<file path="src/rtl/uesf_consts.svh">
// Purpose: offsets, field positions and reset values of the endpoint status flag block
// Assumes: byte-wide register port, endpoint number selects the register view
// Notes:   definitions only
`ifndef UESF_CONSTS_SVH
`define UESF_CONSTS_SVH

// ************************************************************
// register offsets
// ************************************************************
`define UESF_OFS_SELECTOR     8'hc7
`define UESF_OFS_STATUS       8'hce
`define UESF_OFS_BYTE_LOW     8'he2
`define UESF_OFS_BYTE_HIGH    8'he3
`define UESF_OFS_IRQ_FLAGS    8'hf8
`define UESF_OFS_IRQ_ENABLE   8'hc2
`define UESF_OFS_EP_CONFIG    8'hd4

// ************************************************************
// status bit positions
// ************************************************************
`define UESF_BIT_DIR          7
`define UESF_BIT_OUT_B1       6
`define UESF_BIT_STALL_RQ     5
`define UESF_BIT_IN_READY     4
`define UESF_BIT_STL_CRC      3
`define UESF_BIT_SETUP        2
`define UESF_BIT_OUT_B0       1
`define UESF_BIT_IN_DONE      0

// ************************************************************
// reset values and sizes
// ************************************************************
`define UESF_STATUS_RESET     8'h00
`define UESF_COUNT_RESET      11'h000
`define UESF_EP_COUNT         8
`define UESF_EP_BITS          3
`define UESF_SELECTOR_MASK    8'h07
`define UESF_SF_MASK          8'h4f

`endif

</file>
<file path="src/rtl/uesf_pkg.sv">
// Purpose: types of the endpoint status flag block
// Assumes: used with uesf_consts.svh
// Notes:   nothing here holds a number
package uesf_pkg;

  typedef enum logic [1:0] {
    UESF_EP_CONTROL,
    UESF_EP_ISO,
    UESF_EP_BULK,
    UESF_EP_INTERRUPT
  } uesf_ep_type_t;

  // one link event, pulses from the protocol engine
  typedef struct packed {
    logic [2:0]  ep;
    logic        setup_ok;
    logic        out_stored;
    logic        out_bank;
    logic        crc_error;
    logic        in_sent;
    logic        in_acked;
    logic        stall_sent;
    logic [10:0] byte_count;
  } uesf_link_evt_t;

  // answer to the protocol engine for the endpoint it asks about
  typedef struct packed {
    logic stall;
    logic nak_out;
    logic in_ready;
    logic dir_in;
  } uesf_link_ans_t;

endpackage : uesf_pkg

</file>
<file path="src/rtl/uesf_count_mem.sv">
// Purpose: per-endpoint store of the received byte count
// Assumes: one write port, one registered read port
// Notes:   read data appear one cycle after the address
`timescale 1ns/1ps
`include "uesf_consts.svh"

module uesf_count_mem (
  input  wire logic              ref_clk_in,
  input  wire logic              rst_b_in,
  input  wire logic              wr_en_in,
  input  wire logic [2:0]        wr_addr_in,
  input  wire logic [10:0]       wr_data_in,
  input  wire logic [2:0]        rd_addr_in,
  output logic      [10:0]       rd_data_out
);

  logic [10:0] mem_ff [`UESF_EP_COUNT];

  always_ff @(posedge ref_clk_in or negedge rst_b_in) begin
    if (!rst_b_in) begin
      for (int i = 0; i < `UESF_EP_COUNT; i++) begin
        mem_ff[i] <= `UESF_COUNT_RESET;
      end
      rd_data_out <= `UESF_COUNT_RESET;
    end else begin
      if (wr_en_in) begin
        mem_ff[wr_addr_in] <= wr_data_in;
      end
      rd_data_out <= mem_ff[rd_addr_in];
    end
  end

endmodule // uesf_count_mem

</file>
<file path="src/rtl/uesf_flags.sv">
// Functional notes
// - control endpoints: status bit 7 holds data/status stage direction, firmware owned
// - stall request bit 5 makes the endpoint answer with a stall handshake
// - hardware clears bit 4 on send (iso) or host ack, raising interrupt
// - non-iso: bit 3 set after a requested stall was sent, interrupt raised
// - iso: bit 3 read only, crc error of last data, refreshed each packet
// - valid setup sets bit 2, clears all other bits, raises interrupt
// - bit 1 set when out packet stored in bank 0, interrupt raised
// - while bank 0 flag set, out to bank 0 is nak'ed except iso
// - control endpoints: setup may overwrite fifo while out flag set
// - bank 1 flag in bit 6 behaves like bank 0
// - bit 0 set on host ack of in packet (non-iso), interrupt raised
// - events raise endpoint flag in read-only register whether enabled or not; enable gates only the interrupt line
// - byte count high register holds count bits 10 to 8
// - reserved high bits of byte count high read as zero
// - byte count low register holds count bits 7 to 0
// - status and byte count registers follow the selected endpoint number
//
// Purpose: endpoint status and handshake flags of a full-speed device controller
// Assumes: protocol engine gives one-cycle event pulses on this clock
// Notes:   register reads answer one cycle after the read strobe
//
// The address-and-strobe port was chosen for this implementation.
`timescale 1ns/1ps
`include "uesf_consts.svh"

module uesf_flags (
  input  wire logic                    ref_clk_in,
  input  wire logic                    rst_b_in,
  input  wire logic [7:0]              reg_addr_in,
  input  wire logic [7:0]              reg_wdata_in,
  input  wire logic                    reg_wr_in,
  input  wire logic                    reg_rd_in,
  output logic      [7:0]              reg_rdata_out,
  input  wire uesf_pkg::uesf_link_evt_t evt_in,
  input  wire logic [2:0]              ask_ep_in,
  output uesf_pkg::uesf_link_ans_t     ans_out,
  output logic                         ep_irq_out
);

  // ************************************************************
  // state
  // ************************************************************
  logic [7:0]  status_ff  [`UESF_EP_COUNT];
  logic [7:0]  nxt_status [`UESF_EP_COUNT];
  logic [7:0]  irq_flags_ff;
  logic [7:0]  nxt_irq_flags;
  logic [7:0]  irq_en_ff;
  logic [15:0] ep_cfg_ff;
  logic [2:0]  sel_ff;
  logic [7:0]  reg_rdata_ff;
  logic [10:0] count_rd;

  function automatic uesf_pkg::uesf_ep_type_t ep_type(input logic [15:0] cfg,
                                                       input logic [2:0]  ep);
    ep_type = uesf_pkg::uesf_ep_type_t'(cfg[{ep, 1'b0} +: 2]);
  endfunction

  // ************************************************************
  // decode
  // ************************************************************
  wire wr_sel    = reg_wr_in && (reg_addr_in == `UESF_OFS_SELECTOR);
  wire wr_status = reg_wr_in && (reg_addr_in == `UESF_OFS_STATUS);
  wire wr_ien    = reg_wr_in && (reg_addr_in == `UESF_OFS_IRQ_ENABLE);
  wire wr_cfg    = reg_wr_in && (reg_addr_in == `UESF_OFS_EP_CONFIG);
  wire wr_iflag  = reg_wr_in && (reg_addr_in == `UESF_OFS_IRQ_FLAGS);
  wire evt_iso   = (ep_type(ep_cfg_ff, evt_in.ep) == uesf_pkg::UESF_EP_ISO);
  wire sel_iso   = (ep_type(ep_cfg_ff, sel_ff) == uesf_pkg::UESF_EP_ISO);
  wire ask_iso   = (ep_type(ep_cfg_ff, ask_ep_in) == uesf_pkg::UESF_EP_ISO);
  // iso crc bit cannot be cleared by firmware, so it must not keep the flag up
  wire [7:0] clr_mask = sel_iso ? (`UESF_SF_MASK & ~(8'h01 << `UESF_BIT_STL_CRC))
                                : `UESF_SF_MASK;
  wire [7:0] ask_st = status_ff[ask_ep_in];
  wire ask_bank_full = ask_st[`UESF_BIT_OUT_B0] || ask_st[`UESF_BIT_OUT_B1];
  wire evt_bank_busy = evt_in.out_bank ? status_ff[evt_in.ep][`UESF_BIT_OUT_B1]
                                       : status_ff[evt_in.ep][`UESF_BIT_OUT_B0];
  // a non-iso out event while the bank is held is a nak'ed packet: no count, no flag
  wire out_take  = evt_in.out_stored && (evt_iso || !evt_bank_busy);
  // setup always stores, even over a held out bank
  wire count_we  = out_take || evt_in.setup_ok;

  // ************************************************************
  // link answer
  // ************************************************************
  assign ans_out.stall    = ask_st[`UESF_BIT_STALL_RQ];
  assign ans_out.nak_out  = !ask_iso && ask_bank_full;
  assign ans_out.in_ready = ask_st[`UESF_BIT_IN_READY];
  assign ans_out.dir_in   = ask_st[`UESF_BIT_DIR];

  // ************************************************************
  // flag update; hardware set wins over a firmware clear
  // ************************************************************
  always_comb begin
    nxt_irq_flags = irq_flags_ff;
    for (int e = 0; e < `UESF_EP_COUNT; e++) begin
      nxt_status[e] = status_ff[e];
      if (wr_status && sel_ff == e[2:0]) begin
        // firmware owned bits follow the write, hardware set bits only clear
        nxt_status[e] = (reg_wdata_in & ~`UESF_SF_MASK)
                      | (status_ff[e] & reg_wdata_in & `UESF_SF_MASK);
        if (sel_iso) begin
          nxt_status[e][`UESF_BIT_STL_CRC] = status_ff[e][`UESF_BIT_STL_CRC];
        end
        // flag drops once firmware has cleared every hardware bit; events below win
        if ((nxt_status[e] & clr_mask) == 8'h00) begin
          nxt_irq_flags[e] = 1'b0;
        end
      end
      if (evt_in.ep == e[2:0]) begin
        if (evt_in.setup_ok) begin
          nxt_status[e] = 8'h04;
          nxt_irq_flags[e] = 1'b1;
        end else begin
          if (out_take) begin
            nxt_status[e][evt_in.out_bank ? `UESF_BIT_OUT_B1 : `UESF_BIT_OUT_B0] = 1'b1;
            nxt_irq_flags[e] = 1'b1;
            if (evt_iso) begin
              nxt_status[e][`UESF_BIT_STL_CRC] = evt_in.crc_error;
            end
          end
          if ((evt_in.in_sent && evt_iso) || (evt_in.in_acked && !evt_iso)) begin
            nxt_status[e][`UESF_BIT_IN_READY] = 1'b0;
            nxt_irq_flags[e] = 1'b1;
          end
          if (evt_in.in_acked && !evt_iso) begin
            nxt_status[e][`UESF_BIT_IN_DONE] = 1'b1;
          end
          if (evt_in.stall_sent && !evt_iso) begin
            nxt_status[e][`UESF_BIT_STL_CRC] = 1'b1;
            nxt_irq_flags[e] = 1'b1;
          end
        end
      end
    end
  end

  // ************************************************************
  // registers
  // ************************************************************
  always_ff @(posedge ref_clk_in or negedge rst_b_in) begin
    if (!rst_b_in) begin
      for (int e = 0; e < `UESF_EP_COUNT; e++) begin
        status_ff[e] <= `UESF_STATUS_RESET;
      end
      irq_flags_ff <= 8'h00;
    end else begin
      status_ff    <= nxt_status;
      irq_flags_ff <= nxt_irq_flags;
    end
  end

  always_ff @(posedge ref_clk_in or negedge rst_b_in) begin
    if (!rst_b_in) begin
      irq_en_ff <= 8'h00;
      ep_cfg_ff <= 16'h0000;
      sel_ff    <= 3'h0;
    end else begin
      if (wr_ien) irq_en_ff <= reg_wdata_in;
      if (wr_cfg) ep_cfg_ff <= {ep_cfg_ff[7:0], reg_wdata_in};
      if (wr_sel) sel_ff <= reg_wdata_in[2:0];
    end
  end

  // interrupt flag register is read only; the write decode is kept for clarity
  wire unused_iflag = wr_iflag;

  // only enabled endpoints reach the interrupt line
  assign ep_irq_out = |(irq_flags_ff & irq_en_ff);

  // ************************************************************
  // byte count store
  // ************************************************************
  uesf_count_mem u_count (
    .ref_clk_in (ref_clk_in),
    .rst_b_in   (rst_b_in),
    .wr_en_in   (count_we),
    .wr_addr_in (evt_in.ep),
    .wr_data_in (evt_in.byte_count),
    .rd_addr_in (sel_ff),
    .rd_data_out(count_rd)
  );

  // ************************************************************
  // read port: mem read data are already one cycle late, so the count
  // reads come straight from it; all others are registered here
  // ************************************************************
  logic rd_count_lo_ff;
  logic rd_count_hi_ff;

  wire [7:0] rd_mux =
    (reg_addr_in == `UESF_OFS_SELECTOR)   ? {5'h00, sel_ff} :
    (reg_addr_in == `UESF_OFS_STATUS)     ? status_ff[sel_ff] :
    (reg_addr_in == `UESF_OFS_IRQ_FLAGS)  ? irq_flags_ff :
    (reg_addr_in == `UESF_OFS_IRQ_ENABLE) ? irq_en_ff :
    (reg_addr_in == `UESF_OFS_EP_CONFIG)  ? ep_cfg_ff[7:0] : 8'h00;

  always_ff @(posedge ref_clk_in or negedge rst_b_in) begin
    if (!rst_b_in) begin
      reg_rdata_ff   <= 8'h00;
      rd_count_lo_ff <= 1'b0;
      rd_count_hi_ff <= 1'b0;
    end else begin
      reg_rdata_ff   <= reg_rd_in ? rd_mux : 8'h00;
      rd_count_lo_ff <= reg_rd_in && (reg_addr_in == `UESF_OFS_BYTE_LOW);
      rd_count_hi_ff <= reg_rd_in && (reg_addr_in == `UESF_OFS_BYTE_HIGH);
    end
  end

  assign reg_rdata_out = rd_count_lo_ff ? count_rd[7:0] :
                         rd_count_hi_ff ? {5'h00, count_rd[10:8]} :
                         reg_rdata_ff;
endmodule // uesf_flags

</file>
<file path="config.mk">
export PLATFORM = sky130hd
export DESIGN_NAME = uesf_flags
export DESIGN_NICKNAME = d
export VERILOG_FILES = /design/src/rtl/uesf_pkg.sv /design/src/rtl/uesf_count_mem.sv /design/src/rtl/uesf_flags.sv
export VERILOG_INCLUDE_DIRS = /design/src /design/src/rtl
export SDC_FILE = /design/constraint.sdc
export NUM_CORES = 1
export LEC_CHECK = 0
export ABC_CLOCK_PERIOD_IN_PS = 5650
export BUFFER_PORTS_ARGS = -buffer_cell sky130_fd_sc_hd__buf_2
export CAP_MARGIN = 40
export CORE_MARGIN = 2
export CORE_UTILIZATION = 30
export DETAILED_ROUTE_END_ITERATION = 10
export HOLD_SLACK_MARGIN = 0.15
export SLEW_MARGIN = 20
export SYNTH_ARGS = -nofsm -noshare
export SYNTH_HDL_FRONTEND = slang
export SYNTH_SLANG_ARGS = --single-unit
</file>
<file path="constraint.sdc">
create_clock -name ref_clk_in -period 5.65 [get_ports ref_clk_in]
set_input_delay 0.2825 -clock ref_clk_in [delete_from_list [all_inputs] [get_ports ref_clk_in]]
set_output_delay 0.2825 -clock ref_clk_in [all_outputs]
set_load 0.02 [all_outputs]
</file>
==> summary.log <==
qor: power_and_ir_drop.clock_power_share 34.5%
qor: drt.route.detailed.drc 0
qor: global_routing.grt_start_max_net_pins 95
qor: critical_path.ff2ff_path_depth 8
qor: power_and_ir_drop.p_int 2.948 mW
qor: floorplanning.rows 70
qor: synth.synth.cell_area 11,130 um2
qor: critical_path.cp.required 6.04 ns
qor: clock_network.insertion_delay 0.51 ns
qor: synth.gate_count_after_technology_mapping 1,015
qor: clock_network.tritoncts done
qor: drt.total_iterations_of_the_first_detailed_routing_run 5
qor: synth.area_fraction_in_compound_gates_after_synthesis 17.14%
qor: clock_network.cts-buffers-inserted 23
qor: hold_path.hold_depth 2
qor: critical_path.worstSetupStartpointType flip-flop
qor: synth.synthesis.nets 1,059
qor: final_layout.stdcell_area 12,680 um2
qor: final_layout.ratio_of_cells_with_drive_above_1_in_the_final_layout 24.36%
qor: floorplanning.die_width 196.6 um
qor: clock_network.postCtsSetupRepairBufs 0
qor: synth.synthesis.yosys.warnings 0
qor: critical_path.critPathCaptureType flip-flop
qor: sta.rsz0062_at_grt false
qor: final_layout.layout-area-overhead-vs-synth 13.89%
qor: synth.post_synth_and_or_nand_nor_area_fraction 10.84%
qor: critical_path.timing.critical_path.arrival 3.48 ns
qor: drt.vias_per_cell 5.812
qor: drt.post_drt_wl_per_cell 22.73 um
qor: sta.fmax 324.4 MHz
qor: hold_path.hold_path_class in2reg
qor: synth.synth.lib_cells_used.distinct 54
qor: drt.detail-route-antenna-nets 0
qor: sta.final_hold_viol_count 0
qor: placement.place_hpwl 24,130 um
qor: synth.largest_family_of_logic_cells_by_synthesized_area multiplexers
qor: global_routing.grt_remaining_overflow 0
qor: sta.number_of_max_slew_violations_in_the_final_report 0
qor: power_and_ir_drop.total_power 4.118 mW
qor: floorplanning.die_h 196.6 um
qor: synth.synthesized_area_fraction_occupied_by_xor_and_xnor_cells 0%
qor: floorplanning.floorplan.initialDensity 30.41%
qor: sta.setup-tns-final 0 ns
qor: floorplanning.floorplan.io_pins 57
qor: placement.dpl_cell_area 11,830 um2
qor: global_routing.globalRouteMet1Util 24.76%
qor: synth.yosys.area_share.adder 0%
qor: power_and_ir_drop.seq_power_share 47.0%
qor: critical_path.category_of_the_most_critical_setup_path reg2reg
qor: global_routing.number_of_global_route_vias_before_repair 8,801
qor: floorplanning.coreArea 36,610 um2
qor: placement.port-buffer-count 56
qor: synth.synth-seq-cells 208
qor: synth.synth_sequential_area_ratio 46.76%
qor: clock_network.clock_tree_sinks 208
qor: global_routing.groute.usage.overall 17.94%
qor: global_routing.gr-usage-met2 28.72%
qor: drt.routed_wire_length 34,760 um
qor: final_layout.fillers 3,658
qor: power_and_ir_drop.peak_supply_drop 201.0 uV
qor: synth.synthArstFlopShare 100.0%
qor: drt.drt_iter0_markers 845
qor: sta.final.period_utilization 54.56%
qor: global_routing.global_route_wire_length_before_repair 53,710 um
qor: clock_network.cts.clk_slew.worst_paths 0.06 ns
qor: clock_network.ctsRootBufferMaster sky130_fd_sc_hd__clkbuf_16
qor: synth.yosys-mux-area-fraction 21.29%
qor: drt.num_vias 8,887
qor: placement.place.gp.congestion 0.9144
qor: power_and_ir_drop.net-switching-power 1.170 mW
qor: sta.finClkSkew 0.01002 ns
qor: final_layout.design.final.nets 1,088
qor: sta.relSlewSlack 40.32%
qor: synth.post_synth.cell_area_avg 10.97 um2
qor: sta.worstMarginPinSlew 0.8835 ns
qor: global_routing.gr-max-usage-layer met2
qor: outcome.result_of_the_run finished clean
qor: synth.postSynth.topFlopCell sky130_fd_sc_hd__dfrtp_1
qor: sta.fin_crit 3.083 ns
qor: power_and_ir_drop.sw_frac_of_total 28.42%
qor: global_routing.gr-usage-met3 3.200%
qor: clock_network.clock_tree.htree_level_count 1
qor: power_and_ir_drop.combinationalPowerShare 18.5%
qor: synth.synth-edff-count 0
qor: sta.final-setup-viol-count 0
qor: run.max_cap_violations 0
qor: power_and_ir_drop.leakagePower 5.270 nW
qor: clock_network.clock_path_buffers 3
qor: clock_network.cts_resized 0
qor: global_routing.grt_antenna_before_repair 6
qor: power_and_ir_drop.power_per_cell_area 324.8 nW/um2
qor: floorplanning.die_area 38,660 um2
qor: clock_network.cts-hold-fix-buffers 11
qor: critical_path.crit_path_max_fanout 48
power by group through the flow:
| stage | Sequential (mW) | Combinational (mW) | Clock, mW |
|---|---|---|---|
| after floorplan | 1.87 | 0.566 | 0 |
| after global placement | 1.94 | 0.726 | 0 |
| after detailed placement | 1.95 | 0.752 | 0 |
| after CTS | 1.93 | 0.760 | 1.45 |
| after global routing | 1.96 | 0.837 | 1.51 |
| final | 1.94 | 0.762 | 1.42 |
synthesized netlist by cell type, drive strengths merged (22+ instances only):
cell	n	area share [%]
o22ai	37	2.1
nand2	150	5.1
a21oi	37	1.7
inv	22	0.74
mux4	49	9.9
mux2	88	9.6
o21ai	90	4.0
buf	43	1.9
a22oi	31	2.1
clkbuf	40	1.3
dfrtp	208	47
a221o	45	4.0
per-layer routing:
metal | wire length [um] | vias up
li1 | - | 3897
met1 | 14870 | 4509
met2 | 16160 | 396
met3 | 2661 | 79
met4 | 1036 | 6
met5 | 33 | -
registers in the layout (all words and copies together) (netlist names):
| register | cells |
|---|---|
| u_count.mem_ff | 88 |
| status_ff | 64 |
| ep_cfg_ff | 16 |
| u_count.rd_data_out | 11 |
| irq_en_ff | 8 |
| irq_flags_ff | 8 |
| reg_rdata_ff | 8 |
| sel_ff | 3 |
| rd_count_hi_ff | 1 |
| rd_count_lo_ff | 1 |
worst paths after layout:
| path | start | to | slack, ns |
|---|---|---|---|
| max in group asynchronous | rst_b_in | status_ff[40] | 4.14 |
| worst min register to register | ep_cfg_ff[8] | ep_cfg_ff[8] | 0.49 |
| worst max register to register | ep_cfg_ff[0] | u_count.mem_ff[68] | 2.57 |
| min in group asynchronous | rst_b_in | u_count.mem_ff[55] | 0.21 |
| worst min-delay path | evt_in[6] | u_count.mem_ff[61] | 0.16 |
| worst max-delay path | ep_cfg_ff[0] | u_count.mem_ff[68] | 2.57 |
worst max-delay path: stages (launching register included):
cell,delay (ns)
sky130_fd_sc_hd__dfrtp_1,0.40
sky130_fd_sc_hd__inv_1,0.13
sky130_fd_sc_hd__mux4_2,0.48
sky130_fd_sc_hd__o22ai_1,0.29
sky130_fd_sc_hd__buf_2,0.29
sky130_fd_sc_hd__a2111oi_4,0.06
sky130_fd_sc_hd__buf_4,0.31
sky130_fd_sc_hd__or3_1,0.61
sky130_fd_sc_hd__mux2_2,0.37
cells by family (layout without fill, tap and decap cells):
kind of cell	after synthesis	in the layout
compound gates	286	286
simple gates	259	259
flops	208	208
mux	157	157
buf+inv	105	149
other cells	0	2
cell usage in the layout, fill, tap and decap left out, types with 22 or more instances in the layout:
cell / Yosys / routed
sky130_fd_sc_hd__mux4_2: 49 / 49
sky130_fd_sc_hd__a221o_1: 45 / 45
sky130_fd_sc_hd__a22oi_1: 31 / 31
sky130_fd_sc_hd__nand2_1: 150 / 150
sky130_fd_sc_hd__a21oi_1: 37 / 37
sky130_fd_sc_hd__inv_1: 22 / 22
sky130_fd_sc_hd__o22ai_1: 37 / 37
sky130_fd_sc_hd__clkbuf_16: 0 / 23
sky130_fd_sc_hd__buf_2: 15 / 57
sky130_fd_sc_hd__mux2_2: 68 / 68
sky130_fd_sc_hd__o21ai_0: 89 / 89
sky130_fd_sc_hd__dfrtp_1: 208 / 206
area by class of cell:
| class | instances | area, um2 | share of cell area, % |
|---|---|---|---|
| clock buffers | 34 | 666.9 | 5.260 |
| clock inverters | 6 | 37.54 | 0.2961 |
| diodes | 2 | 5.005 | 0.03948 |
| well taps | 468 | 585.6 | 4.619 |
| inverters | 22 | 82.58 | 0.6513 |
| flip-flops and latches | 208 | 5207 | 41.07 |
| repair buffers | 87 | 590.6 | 4.658 |
| multi-input cells | 702 | 5503 | 43.40 |
through the flow:
step                      util [%]  std cells  hold slack (ns)  setup slack, ns
after floorplan                  -       1015         -0.01309            3.335
after global placement       32.05       1465           0.4121            2.221
after detailed placement     32.32       1475           0.4209            2.222
after CTS                    34.54       1526           0.1501            2.597
after global routing         34.62       1527           0.1656            2.451
final                        34.63       1529           0.1610            2.567
Note: power is estimated with default switching activity, not from simulation.
